### src/ssd_pkg.sv
// Constants for the servo serial command decoder: command codes, data
// numbers, answer codes, field lengths and input device bit positions.
// Assumes framing, checksum and character conversion happen upstream.
`default_nettype none
package ssd_pkg;
   localparam logic [7:0]  CMD_DREG_READ   = 8'h6e;
   localparam logic [7:0]  CMD_REG_COUNT   = 8'h6f;
   localparam logic [7:0]  CMD_OTHERS      = 8'h00;
   localparam logic [7:0]  CMD_POS_VER     = 8'h02;
   localparam logic [7:0]  CMD_STAT_CLR    = 8'h81;
   localparam logic [7:0]  CMD_GROUP_SEL   = 8'h85;
   localparam logic [7:0]  CMD_PARAM_WR    = 8'h94;
   localparam logic [7:0]  CMD_EXT_IN      = 8'h92;
   localparam logic [7:0]  CMD_ALARM       = 8'h82;
   localparam logic [7:0]  CMD_PROHIBIT    = 8'h90;

   localparam logic [7:0]  DNO_00          = 8'h00;
   localparam logic [7:0]  DNO_01          = 8'h01;
   localparam logic [7:0]  DNO_DREG_LAST   = 8'h04;
   localparam logic [7:0]  DNO_TEST_MODE   = 8'h12;
   localparam logic [7:0]  DNO_STORE_TYPE  = 8'h1d;
   localparam logic [7:0]  DNO_CTRL_MODE   = 8'h1e;
   localparam logic [7:0]  DNO_POS_PULSE   = 8'h90;
   localparam logic [7:0]  DNO_POS_CMD     = 8'h91;
   localparam logic [7:0]  DNO_VERSION     = 8'h70;
   localparam logic [7:0]  DNO_EXT_FIRST   = 8'h60;
   localparam logic [7:0]  DNO_EXT_LAST    = 8'h62;
   localparam logic [7:0]  DNO_HIST_CLR    = 8'h20;
   localparam logic [7:0]  DNO_IN_OFF      = 8'h00;
   localparam logic [7:0]  DNO_OUT_OFF     = 8'h03;
   localparam logic [7:0]  DNO_IN_ON       = 8'h10;
   localparam logic [7:0]  DNO_OUT_ON      = 8'h13;

   localparam logic [15:0] CLEAR_KEY       = 16'h1ea5;
   localparam logic [15:0] MODE_POINT      = 16'h0006;
   localparam logic [15:0] MODE_PROGRAM    = 16'h0007;
   localparam logic [3:0]  GROUP_LAST_STD  = 4'h5;
   localparam logic [3:0]  GROUP_POSITION  = 4'hc;
   localparam logic [3:0]  GROUP_RESET     = 4'h0;

   localparam logic [4:0]  LEN_NONE        = 5'h00;
   localparam logic [4:0]  LEN_4           = 5'h04;
   localparam logic [4:0]  LEN_8           = 5'h08;
   localparam logic [4:0]  LEN_16          = 5'h10;

   localparam int          DIN_W           = 16;
   localparam int          DOUT_W          = 16;
   localparam int          FORCED_STOP_BIT = 0;
   localparam int          FWD_STROKE_BIT  = 1;
   localparam int          REV_STROKE_BIT  = 2;
   localparam logic [15:0] DIN_EXEMPT      = 16'h0007;
   // Arbitrary value, stands in for a real version string
   localparam logic [63:0] FW_VERSION_DEF  = 64'h0000_0000_0000_0001;
endpackage
`default_nettype wire

### src/ssd_io_gate.sv
// Input and output device gating under prohibition.
// Assumes prohibit levels come from the decoder in the same clock domain.
`default_nettype none
module ssd_io_gate (
   input  wire logic        clk,
   input  wire logic        nrst,
   input  wire logic        in_proh,
   input  wire logic        out_proh,
   input  wire logic [15:0] din_raw,
   input  wire logic [15:0] dout_req,
   output logic      [15:0] din_eff,
   output logic      [15:0] dout_eff
);
   typedef struct packed {
      logic [15:0] din;
      logic [15:0] dout;
   } ssd_gate_type;

   ssd_gate_type g_r;
   ssd_gate_type g_nxt;

   always_comb begin
      // Stop and stroke-end inputs stay live so a prohibited link cannot mask safety
      g_nxt.din  = in_proh ? (din_raw & ssd_pkg::DIN_EXEMPT) : din_raw;
      g_nxt.dout = out_proh ? 16'h0000 : dout_req;
   end

   always_ff @(posedge clk or negedge nrst) begin
      if (!nrst) begin
         g_r <= '0;
      end else begin
         g_r <= g_nxt;
      end
   end

   assign din_eff  = g_r.din;
   assign dout_eff = g_r.dout;
endmodule
`default_nettype wire

### src/ssd_decoder.sv
// Serial command decoder: executes one decoded read or write per request.
// Assumes requests arrive already parsed into command, data number and
// hex data field, synchronous to CLK_SYS.
`default_nettype none
module ssd_decoder #(
   parameter logic [63:0] FW_VERSION = ssd_pkg::FW_VERSION_DEF
) (
   input  wire logic         CLK_SYS,
   input  wire logic         NRST,
   input  wire logic         CMD_VALID,
   output logic              CMD_READY,
   input  wire logic         CMD_WRITE,
   input  wire logic [7:0]   CMD_CODE,
   input  wire logic [7:0]   CMD_DNO,
   input  wire logic [47:0]  CMD_DATA,
   input  wire logic         PROGRAM_CONTROL,
   input  wire logic [127:0] DATA_GENERAL_REGISTER,
   input  wire logic [31:0]  INT_REG_COUNT,
   input  wire logic [31:0]  DATA_REG_COUNT,
   input  wire logic [15:0]  TEST_MODE_CODE,
   input  wire logic [15:0]  STORE_TYPE_CODE,
   input  wire logic [31:0]  ABS_POS_PULSE,
   input  wire logic [31:0]  ABS_POS_CMD,
   input  wire logic [15:0]  DIN_RAW,
   input  wire logic [15:0]  DOUT_REQ,
   output logic              RSP_VALID,
   output logic              RSP_ERR,
   output logic      [63:0]  RSP_DATA,
   output logic      [4:0]   RSP_LEN,
   output logic              PARAM_WR,
   output logic      [3:0]   PARAM_GROUP,
   output logic      [7:0]   PARAM_INDEX,
   output logic      [47:0]  PARAM_VALUE,
   output logic              EXT_IN_WR,
   output logic      [95:0]  EXT_IN_DATA,
   output logic              STATUS_CLR,
   output logic              ALARM_CLR,
   output logic              ALARM_HIST_CLR,
   output logic              IN_PROHIBIT,
   output logic              OUT_PROHIBIT,
   output logic      [15:0]  DIN_EFF,
   output logic      [15:0]  DOUT_EFF
);
   typedef enum logic [1:0] {
      ST_IDLE = 2'b00,
      ST_RESP = 2'b01
   } ssd_state_type;

   typedef struct packed {
      ssd_state_type st;
      logic          rsp_valid;
      logic          rsp_err;
      logic [63:0]   rd_data;
      logic [4:0]    rd_len;
      logic          param_wr;
      logic [3:0]    group;
      logic [7:0]    index;
      logic [47:0]   value;
      logic          ext_wr;
      logic [95:0]   ext_in;
      logic          stat_clr;
      logic          alm_clr;
      logic          hist_clr;
      logic          in_proh;
      logic          out_proh;
   } ssd_regs_type;

   ssd_regs_type r_r;
   ssd_regs_type r_nxt;

   function automatic logic key_ok(input logic [47:0] d);
      key_ok = (d[15:0] == ssd_pkg::CLEAR_KEY);
   endfunction

   function automatic logic group_ok(input logic [47:0] d);
      group_ok = (d[47:4] == 44'h0) &&
                 ((d[3:0] <= ssd_pkg::GROUP_LAST_STD) || (d[3:0] == ssd_pkg::GROUP_POSITION));
   endfunction

   logic        take;
   logic [1:0]  dreg_sel;
   logic [1:0]  ext_sel;

   assign take     = CMD_VALID && (r_r.st == ST_IDLE);
   assign dreg_sel = 2'(CMD_DNO - ssd_pkg::DNO_01);
   assign ext_sel  = 2'(CMD_DNO - ssd_pkg::DNO_EXT_FIRST);

   always_comb begin
      r_nxt          = r_r;
      r_nxt.param_wr = 1'b0;
      r_nxt.ext_wr   = 1'b0;
      r_nxt.stat_clr = 1'b0;
      r_nxt.alm_clr  = 1'b0;
      r_nxt.hist_clr = 1'b0;
      r_nxt.rsp_valid = 1'b0;
      case (r_r.st)
         ST_IDLE: begin
            if (take) begin
               r_nxt.st        = ST_RESP;
               r_nxt.rsp_valid = 1'b1;
               // Anything not matched below answers with an error and stores nothing
               r_nxt.rsp_err   = 1'b1;
               r_nxt.rd_data   = 64'h0;
               r_nxt.rd_len    = ssd_pkg::LEN_NONE;
               if (!CMD_WRITE) begin
                  case (CMD_CODE)
                     ssd_pkg::CMD_DREG_READ: begin
                        if (PROGRAM_CONTROL && CMD_DNO >= ssd_pkg::DNO_01 &&
                            CMD_DNO <= ssd_pkg::DNO_DREG_LAST) begin
                           r_nxt.rd_data = {32'h0, DATA_GENERAL_REGISTER[dreg_sel*32 +: 32]};
                           r_nxt.rd_len  = ssd_pkg::LEN_8;
                           r_nxt.rsp_err = 1'b0;
                        end
                     end
                     ssd_pkg::CMD_REG_COUNT: begin
                        if (PROGRAM_CONTROL && CMD_DNO == ssd_pkg::DNO_00) begin
                           r_nxt.rd_data = {32'h0, INT_REG_COUNT};
                           r_nxt.rd_len  = ssd_pkg::LEN_8;
                           r_nxt.rsp_err = 1'b0;
                        end else if (PROGRAM_CONTROL && CMD_DNO == ssd_pkg::DNO_01) begin
                           r_nxt.rd_data = {32'h0, DATA_REG_COUNT};
                           r_nxt.rd_len  = ssd_pkg::LEN_8;
                           r_nxt.rsp_err = 1'b0;
                        end
                     end
                     ssd_pkg::CMD_OTHERS: begin
                        r_nxt.rd_len  = ssd_pkg::LEN_4;
                        r_nxt.rsp_err = 1'b0;
                        case (CMD_DNO)
                           ssd_pkg::DNO_TEST_MODE:  r_nxt.rd_data = {48'h0, TEST_MODE_CODE};
                           ssd_pkg::DNO_STORE_TYPE: r_nxt.rd_data = {48'h0, STORE_TYPE_CODE};
                           ssd_pkg::DNO_CTRL_MODE: begin
                              r_nxt.rd_data = {48'h0, PROGRAM_CONTROL ? ssd_pkg::MODE_PROGRAM
                                                                     : ssd_pkg::MODE_POINT};
                           end
                           default: begin
                              r_nxt.rd_len  = ssd_pkg::LEN_NONE;
                              r_nxt.rsp_err = 1'b1;
                           end
                        endcase
                     end
                     ssd_pkg::CMD_POS_VER: begin
                        r_nxt.rd_len  = ssd_pkg::LEN_8;
                        r_nxt.rsp_err = 1'b0;
                        case (CMD_DNO)
                           ssd_pkg::DNO_POS_PULSE: r_nxt.rd_data = {32'h0, ABS_POS_PULSE};
                           ssd_pkg::DNO_POS_CMD:   r_nxt.rd_data = {32'h0, ABS_POS_CMD};
                           ssd_pkg::DNO_VERSION: begin
                              r_nxt.rd_data = FW_VERSION;
                              r_nxt.rd_len  = ssd_pkg::LEN_16;
                           end
                           default: begin
                              r_nxt.rd_len  = ssd_pkg::LEN_NONE;
                              r_nxt.rsp_err = 1'b1;
                           end
                        endcase
                     end
                     default: r_nxt.rsp_err = 1'b1;
                  endcase
               end else begin
                  case (CMD_CODE)
                     ssd_pkg::CMD_STAT_CLR: begin
                        if (CMD_DNO == ssd_pkg::DNO_00 && key_ok(CMD_DATA)) begin
                           r_nxt.stat_clr = 1'b1;
                           r_nxt.rsp_err  = 1'b0;
                        end
                     end
                     ssd_pkg::CMD_GROUP_SEL: begin
                        if (CMD_DNO == ssd_pkg::DNO_00 && group_ok(CMD_DATA)) begin
                           r_nxt.group   = CMD_DATA[3:0];
                           r_nxt.rsp_err = 1'b0;
                        end
                     end
                     ssd_pkg::CMD_PARAM_WR: begin
                        // Lands in whatever group was last selected; the host orders that
                        if (CMD_DNO != ssd_pkg::DNO_00) begin
                           r_nxt.param_wr = 1'b1;
                           r_nxt.index    = CMD_DNO;
                           r_nxt.value    = CMD_DATA;
                           r_nxt.rsp_err  = 1'b0;
                        end
                     end
                     ssd_pkg::CMD_EXT_IN: begin
                        if (CMD_DNO >= ssd_pkg::DNO_EXT_FIRST &&
                            CMD_DNO <= ssd_pkg::DNO_EXT_LAST) begin
                           r_nxt.ext_in[ext_sel*32 +: 32] = CMD_DATA[31:0];
                           r_nxt.ext_wr  = 1'b1;
                           r_nxt.rsp_err = 1'b0;
                        end
                     end
                     ssd_pkg::CMD_ALARM: begin
                        if (key_ok(CMD_DATA)) begin
                           if (CMD_DNO == ssd_pkg::DNO_HIST_CLR) begin
                              r_nxt.hist_clr = 1'b1;
                              r_nxt.rsp_err  = 1'b0;
                           end else if (CMD_DNO == ssd_pkg::DNO_00) begin
                              r_nxt.alm_clr = 1'b1;
                              r_nxt.rsp_err = 1'b0;
                           end
                        end
                     end
                     ssd_pkg::CMD_PROHIBIT: begin
                        if (key_ok(CMD_DATA)) begin
                           r_nxt.rsp_err = 1'b0;
                           case (CMD_DNO)
                              ssd_pkg::DNO_IN_OFF:  r_nxt.in_proh  = 1'b1;
                              ssd_pkg::DNO_OUT_OFF: r_nxt.out_proh = 1'b1;
                              ssd_pkg::DNO_IN_ON:   r_nxt.in_proh  = 1'b0;
                              ssd_pkg::DNO_OUT_ON:  r_nxt.out_proh = 1'b0;
                              default:              r_nxt.rsp_err  = 1'b1;
                           endcase
                        end
                     end
                     default: r_nxt.rsp_err = 1'b1;
                  endcase
               end
            end
         end
         ST_RESP: r_nxt.st = ST_IDLE;
         default: r_nxt.st = ST_IDLE;
      endcase
   end

   always_ff @(posedge CLK_SYS or negedge NRST) begin
      if (!NRST) begin
         r_r       <= '0;
         r_r.st    <= ST_IDLE;
         r_r.group <= ssd_pkg::GROUP_RESET;
      end else begin
         r_r <= r_nxt;
      end
   end

   ssd_io_gate u_gate (
      .clk      (CLK_SYS),
      .nrst     (NRST),
      .in_proh  (r_r.in_proh),
      .out_proh (r_r.out_proh),
      .din_raw  (DIN_RAW),
      .dout_req (DOUT_REQ),
      .din_eff  (DIN_EFF),
      .dout_eff (DOUT_EFF)
   );

   assign CMD_READY      = (r_r.st == ST_IDLE);
   assign RSP_VALID      = r_r.rsp_valid;
   assign RSP_ERR        = r_r.rsp_err;
   assign RSP_DATA       = r_r.rd_data;
   assign RSP_LEN        = r_r.rd_len;
   assign PARAM_WR       = r_r.param_wr;
   assign PARAM_GROUP    = r_r.group;
   assign PARAM_INDEX    = r_r.index;
   assign PARAM_VALUE    = r_r.value;
   assign EXT_IN_WR      = r_r.ext_wr;
   assign EXT_IN_DATA    = r_r.ext_in;
   assign STATUS_CLR     = r_r.stat_clr;
   assign ALARM_CLR      = r_r.alm_clr;
   assign ALARM_HIST_CLR = r_r.hist_clr;
   assign IN_PROHIBIT    = r_r.in_proh;
   assign OUT_PROHIBIT   = r_r.out_proh;
endmodule
`default_nettype wire

### config.mk
export PLATFORM = sky130hd
export DESIGN_NAME = ssd_decoder
export DESIGN_NICKNAME = d
export VERILOG_FILES = /design/src/ssd_pkg.sv /design/src/ssd_io_gate.sv /design/src/ssd_decoder.sv
export SDC_FILE = /design/constraint.sdc
export NUM_CORES = 1
export LEC_CHECK = 0
export BUFFER_PORTS_ARGS = -buffer_cell sky130_fd_sc_hd__buf_4
export CORE_AREA = 2 2 256 258
export DETAILED_ROUTE_END_ITERATION = 6
export DIE_AREA = 0 0 258 260
export PLACE_DENSITY = 0.4
export REMOVE_ABC_BUFFERS = 1
export SETUP_SLACK_MARGIN = 0.1
export SLEW_MARGIN = 20
export SYNTH_ARGS = -nofsm -noshare
export SYNTH_HDL_FRONTEND = slang
export SYNTH_HIERARCHICAL = 1
export SYNTH_SLANG_ARGS = --single-unit
### constraint.sdc
create_clock -name CLK_SYS -period 1.87 [get_ports CLK_SYS]
set_clock_uncertainty 0.05 [all_clocks]
set_input_delay 0.374 -clock CLK_SYS [delete_from_list [all_inputs] [get_ports CLK_SYS]]
set_output_delay 0.374 -clock CLK_SYS [all_outputs]
set_load 0.01 [all_outputs]
# Yosys cells after proc, flatten, opt, wreduce, memory -nomap -nowiden
# Cells that the tools add are included.
classes:
  shift: 3
  div: 0
  addsub: 3
  n_lt_le_gt_ge: 5
  n_eq_ne: 23
  muxes: 50
  mul: 0
  n_reduce_logical: 27
  bitwise_logic: 0
op_table:
  columns: ["op", "n"]
  rows:
  - ["one-hot mux 69 bit (4 select lines)", 1]
  - ["two-way mux 236 bit", 1]
  - ["two-way mux 234 bit", 1]
  - ["two-way mux 70 bit", 3]
  - ["two-way mux 97 bit", 2]
  - ["two-way mux 163 bit", 1]
  - ["indexed part select 128 x 8 -> 32 bit", 1]
  - ["two-way mux 56 bit", 2]
  - ["bitwise mux 96 bit", 1]
  - ["one-hot mux 32 bit (3 select lines)", 1]
  - ["variable shift 32 x 34 -> 96 bit (first input constant)", 1]
  - ["indexed part select 32 x 34 -> 96 bit", 1]
  - ["two-way mux 69 bit", 1]
  - ["equality test 8 bit (second input constant)", 8]
  - ["one-hot mux 16 bit (3 select lines)", 1]
  - ["logical NOT 44 bit", 1]
  - ["equality test 8 x 5 -> 1 bit (second input constant)", 5]
  - ["negation 7 -> 34 bit", 1]
  - ["two-way mux 16 bit", 2]
  - ["equality test 8 x 7 -> 1 bit (second input constant)", 3]
  - ["two-way mux 1 bit", 20]
  - ["equality test 16 x 13 -> 1 bit (second input constant)", 1]
  - ["equality test 8 x 2 -> 1 bit (second input constant)", 2]
  - ["logical NOT 8 bit", 2]
  - ["other kinds (28)", 48]
totals:
  latchBits: 0
  ramBits: 0
  register_bits: 268
  memories: 0
  romBits: 0
  output_inout_bits: 267

# Logic depth before layout (Yosys ltp)
logic_depth:
  word_depth: 9
  depth_mapped: 11
  ltp_nobuf: 8

# Hierarchy
# The synthesis kept the hierarchy.
modules_own_cells:
  columns: ["module", "cells_each", "area_each_um2", "instances"]
  rows:
  - ["ssd_decoder", 1354, 12400.6, 1]
  - ["ssd_io_gate", 63, 1033.5, 1]

# Worst setup path before layout
# No wires, ideal clock.
synth_timing:
  kind: "input to register"
  from: "in CMD_DNO[0]"
  to: "reg r_r (netlist bit RSP_DATA[7])"
  path_slack_ps: -475
  t_required_ps: 1686
  setup_ps: 134
  n_path_buf: 3
  arrival_ps: 2161
  cell_stages: 10
  path_cell_list: "buf_2 -> inv_1 -> ha_1 -> clkbuf_1 -> clkbuf_1 -> mux4_2 -> inv_1 -> o22ai_1 -> a21oi_1 -> o21ai_0"
synth_between:
  elab_chain_cells: 6
  word_cells_on_any_way: 23
synth_lines:
  columns: ["item", "line", "rtl"]
  rows:
  - ["start, declared", "ssd_decoder.sv:14", "input wire logic [7:0] CMD_DNO,"]
  - ["parallel branches: the longest is 4 deep, another holds subtractor 2 x 1 -> 2 bit", null, null]
  - ["one-hot mux 69 bit (4 select lines) (*)", "ssd_decoder.sv:106", "case (CMD_CODE)"]
  - ["two-way mux 69 bit (*)", "ssd_decoder.sv:105", "if (!CMD_WRITE) begin"]
  - ["end signal, assigned", "ssd_decoder.sv:230", "r_r <= r_nxt;"]
  - ["end, declared", "ssd_decoder.sv:68", "ssd_regs_type r_r;"]
# Mark *: on every way between the ends.
# A chain may end at the register's enable or synchronous reset.

# Worst setup path in the final report
layout_timing:
  from: "in CMD_CODE[5]"
  to: "reg r_r (netlist bit PARAM_VALUE[4])"
layout_between:
  elab_chain_cells: 2
layout_lines:
  columns: ["item", "line", "rtl"]
  rows:
  - ["start, declared", "ssd_decoder.sv:13", "input wire logic [7:0] CMD_CODE,"]
  - ["equality test 8 bit", "ssd_decoder.sv:161", "case (CMD_CODE)"]
  - ["AND reduction 5 bit (no line)", null, null]
# No other way between the ends.

==> summary.md <==
| Metric | Value |
|---|---|
| Peak supply drop | `0.723 mV` |
| Largest net degree at the start of global routing | `65` |
| Distinct cells, synth | `62` |
| Share of cells above drive strength 1 | `56.8%` |
| Synth async-reset ratio | `100%` |
| P_int | `9.66 mW` |
| Insertion delay to the later sink of the worst-skew pair | `0.56 ns` |
| Final Hold Viols | `0` |
| Crit Path Category | `input port to register` |
| Placed cell count | `2806` |
| Crit-path cells | `buf_6, or3b_4, or3b_4, nand2b_4, nor3_4, buf_12, buf_16, mux2_2` |
| Critical Path AT | `2.33 ns` |
| GRT Overall Usage | `17.7%` |
| # setup viols final | `5` |
| Routed WL | `68300 microns` |
| DP Wirelength | `49700 microns` |
| Overflow left after global routing | `0` |
| FILL cells | `6609` |
| Top-area cell type share of the netlist area | `43.4%` |
| Max stage delay on crit path | `0.42 ns` |
| Fin util | `34.2%` |
| FF+latch area | `0.00583 sq mm` |
| Post-Syn Area | `0.0134 sq mm` |
| Vias | `12700` |
| Outcome | `complete, but fails checks` |
| # clock sinks | `233` |
| RSZ-0062 raised after global routing | `yes` |
| Register bit total from synthesis | `233` |
| Vias in the first global route | `12600` |
| Leakage | `10.5 nW` |
| Buffers & Inverters on Critical Path | `3` |
| Area Overhead vs Synth | `63.4%` |
| Clock Pin Slew Worst Setup and Hold Paths | `0.06 ns` |
| Vias per cell | `4.33` |
| Area leader, netlist | `dfrtp_1` |
| Max-slew violations | `0` |
| Post-synthesis sequential area ratio | `43.4%` |
| Slowest CP cell | `or3b_4` |
| Top Family by Delay on Critical Path | `simple AND/OR/NAND/NOR gates` |
| Die W | `258 microns` |
| Slack of the critical path | `-0.0232 ns` |
| NetSw | `3.30 mW` |
| Full die area | `0.0671 sq mm` |
| Gate power share | `15.2%` |
| Failing checks | `negative setup slack` |
| Fin nets | `2445` |
| Top cells by area, synth | `dfrtp_1, buf_4, nand2_1` |
| DRT Pass-1 Iters | `5` |
| First-pass GRT wire length | `87900 microns` |
| Ys flop type | `dfrtp_1` |
| Number of flops mapped to enable cells by yosys | `0` |
| Crit-path most repeated cell | `or3b_4` |
| 1st-iter DRT viols | `788` |
| Drt wl/cell | `23.3 microns` |
| Post-Synthesis Cells | `1417` |
| Sequential share of power | `39.3%` |
| Starting Density | `21.0%` |
| Port Buffers | `621` |
| Syn. warnings | `6` |
| Final Critical Period | `1.89 ns` |
| Crit path max fanout | `17` |
| Global placement routability congestion | `0.810` |
| Core ar. | `0.0641 sq mm` |
| CTS max path bufs | `3` |
| Clock network fraction of total power | `45.5%` |
| Post-DRT Antenna Nets | `0` |
| Max Cap Viol | `0` |
| Chip height | `260 microns` |
| CTS tree | `built` |
| Initial antenna violation count | `9` |
| Sw frac | `25.4%` |
| Fmax | `528 MHz` |
| Syn Area/Cell | `9.48 sq um` |
| Area of the multi-input gates | `0.00639 sq mm` |
| Critical Path End Type | `register` |
| Worst hold-check path type | `input port to register` |
| CTS Buf Count | `30` |
| CP Launch Type | `input port` |
| H-tree depth | `1` |
| Crit share post-route | `101%` |
| Number of I/O pins | `656` |
| Cell Rows | `93` |
| Finished Layout Cells | `2931` |
| CP Data Required Time | `2.31 ns` |
| Power Density | `591 mW/mm^2` |
| CTS root buf | `clkbuf_16` |
| # DRC | `0` |
## state kept, by name, indices dropped and copies added (netlist names), 3 cells and up
name	flops
EXT_IN_DATA	96
PARAM_VALUE	48
RSP_DATA	32
u_gate/din_eff	16
u_gate/dout_eff	16
PARAM_INDEX	8
PARAM_GROUP	4
RSP_LEN	3
## cells in the mapped netlist, types with 32 or more instances
master,instances
mux2_4,40
nor2_1,45
inv_1,42
o22ai_1,32
clkbuf_1,66
o21ai_0,120
dfrtp_1,233
a21oi_1,45
nand2_1,304
a22oi_1,44
buf_4,227
mux4_2,32
## per-stage QoR
stage | TNS, ns | hold WS [ns] | setup WS [ns] | cell area (sq um) | total power, mW
4_1_cts | 0 | 0.00296 | 0.00721 | 20600 | 13.1
6_report | -0.0889 | 0.0187 | -0.0232 | 21900 | 13.0
5_1_grt | -0.740 | 0.0249 | -0.0601 | 21900 | 13.5
3_3_place_gp | -105.71 | 0.227 | -0.783 | 19000 | 7.03
2_1_floorplan | -192.17 | 0.0284 | -1.96 | 11400 | 5.65
3_5_place_dp | -106.71 | 0.224 | -0.740 | 19000 | 7.04
## worst reg2reg max path: cells and delay by family (launching register included)
kind	cells	cell delay [ns]
buf+inv	3	0.57
flops	1	0.37
mux	1	0.35
simple gates	2	0.44
## kinds of logic after synthesis
logic type               share of synthesized area [%]
AND/OR/NAND/NOR                                   15.4
buffers and inverters                             16.9
AO/OA/AOI/OAI                                     12.2
flip-flops                                        43.4
multiplexers                                      11.7
adder cells (fa/ha/maj)                          0.373
other                                           0.0279
XOR/XNOR                                        0.0652
## metal layers
layer | part of all wire (%) | global-route usage [%] | vias up
li1 | - | - | 5862
met1 | 44 | 24.2 | 6277
met2 | 48 | 29.0 | 459
met3 | 6.1 | 3.41 | 76
met4 | 1.9 | 3.90 | 8
met5 | 0.063 | 0 | -
## worst paths after layout
path / startpoint / to / slack [ns] / depth (start not counted)
min in group asynchronous: NRST / EXT_IN_DATA[63] / 0.19 / 2
worst max-delay path: CMD_CODE[5] / PARAM_VALUE[4] / -0.02 / 8
max in group asynchronous: NRST / RSP_DATA[7] / 0.91 / 3
worst min-delay path: DOUT_REQ[10] / u_gate/dout_eff[10] / 0.02 / 2
worst max register to register: r_r[234] / PARAM_VALUE[4] / 0.02 / 6
worst min register to register: EXT_IN_DATA[79] / EXT_IN_DATA[79] / 0.43 / 2
## layout make-up
| class | count | area share (%) |
|---|---|---|
| timing repair buffer | 880 | 34.2 |
| multi-input combinational | 865 | 29.1 |
| sequential | 233 | 26.6 |
| tap | 855 | 4.87 |
| clock buffer | 44 | 3.80 |
| inverter | 42 | 0.735 |
| clock inverter | 11 | 0.730 |
| antenna | 1 | 0.0114 |
## cells in the final DEF, fill, tap and decap left out, types with 4 or more instances in the layout
cell type        n
nor2b_2          7
buf_12          37
inv_1           41
nor3_1           7
a22oi_1         44
nand4_1          6
o22ai_2          5
o22ai_1         27
buf_8            4
nand2_1        208
nor2b_1         16
nand2_4         49
mux2_4          40
clkbuf_1        11
clkinv_2         5
o21ai_0         23
nor2_1          43
o21ai_1         54
dfrtp_1        232
clkbuf_16       42
buf_4          775
nor4_1           7
a21oi_1         43
nand3_1          9
o21ai_2         54
mux4_2          32
and3_1           8
nor4_2           6
nand2_2         44
and2b_2          6
buf_6            7
dlygate4sd3_1   42
conb_1          34
a22o_1          10
mux2_2          20
## power groups by stage
stage | combinational, mW | clock [mW] | sequential [mW]
after detailed placement | 1.85 | 0 | 5.18
after global placement | 1.85 | 0 | 5.18
after global routing | 2.12 | 6.32 | 5.09
after CTS | 1.94 | 6.11 | 5.09
after floorplan | 0.457 | 0 | 5.19
final | 1.97 | 5.90 | 5.09
## what timing repair did
item,in CTS,in global routing
endpoints found under the setup margin,166,193
setup buffers,2,2
gates resized for setup,16,352
pin swaps,2,113
gates cloned,2,21
hold buffers,42,0
endpoints found under the hold margin,250,0
Note: power is estimated with default switching activity, not from simulation.
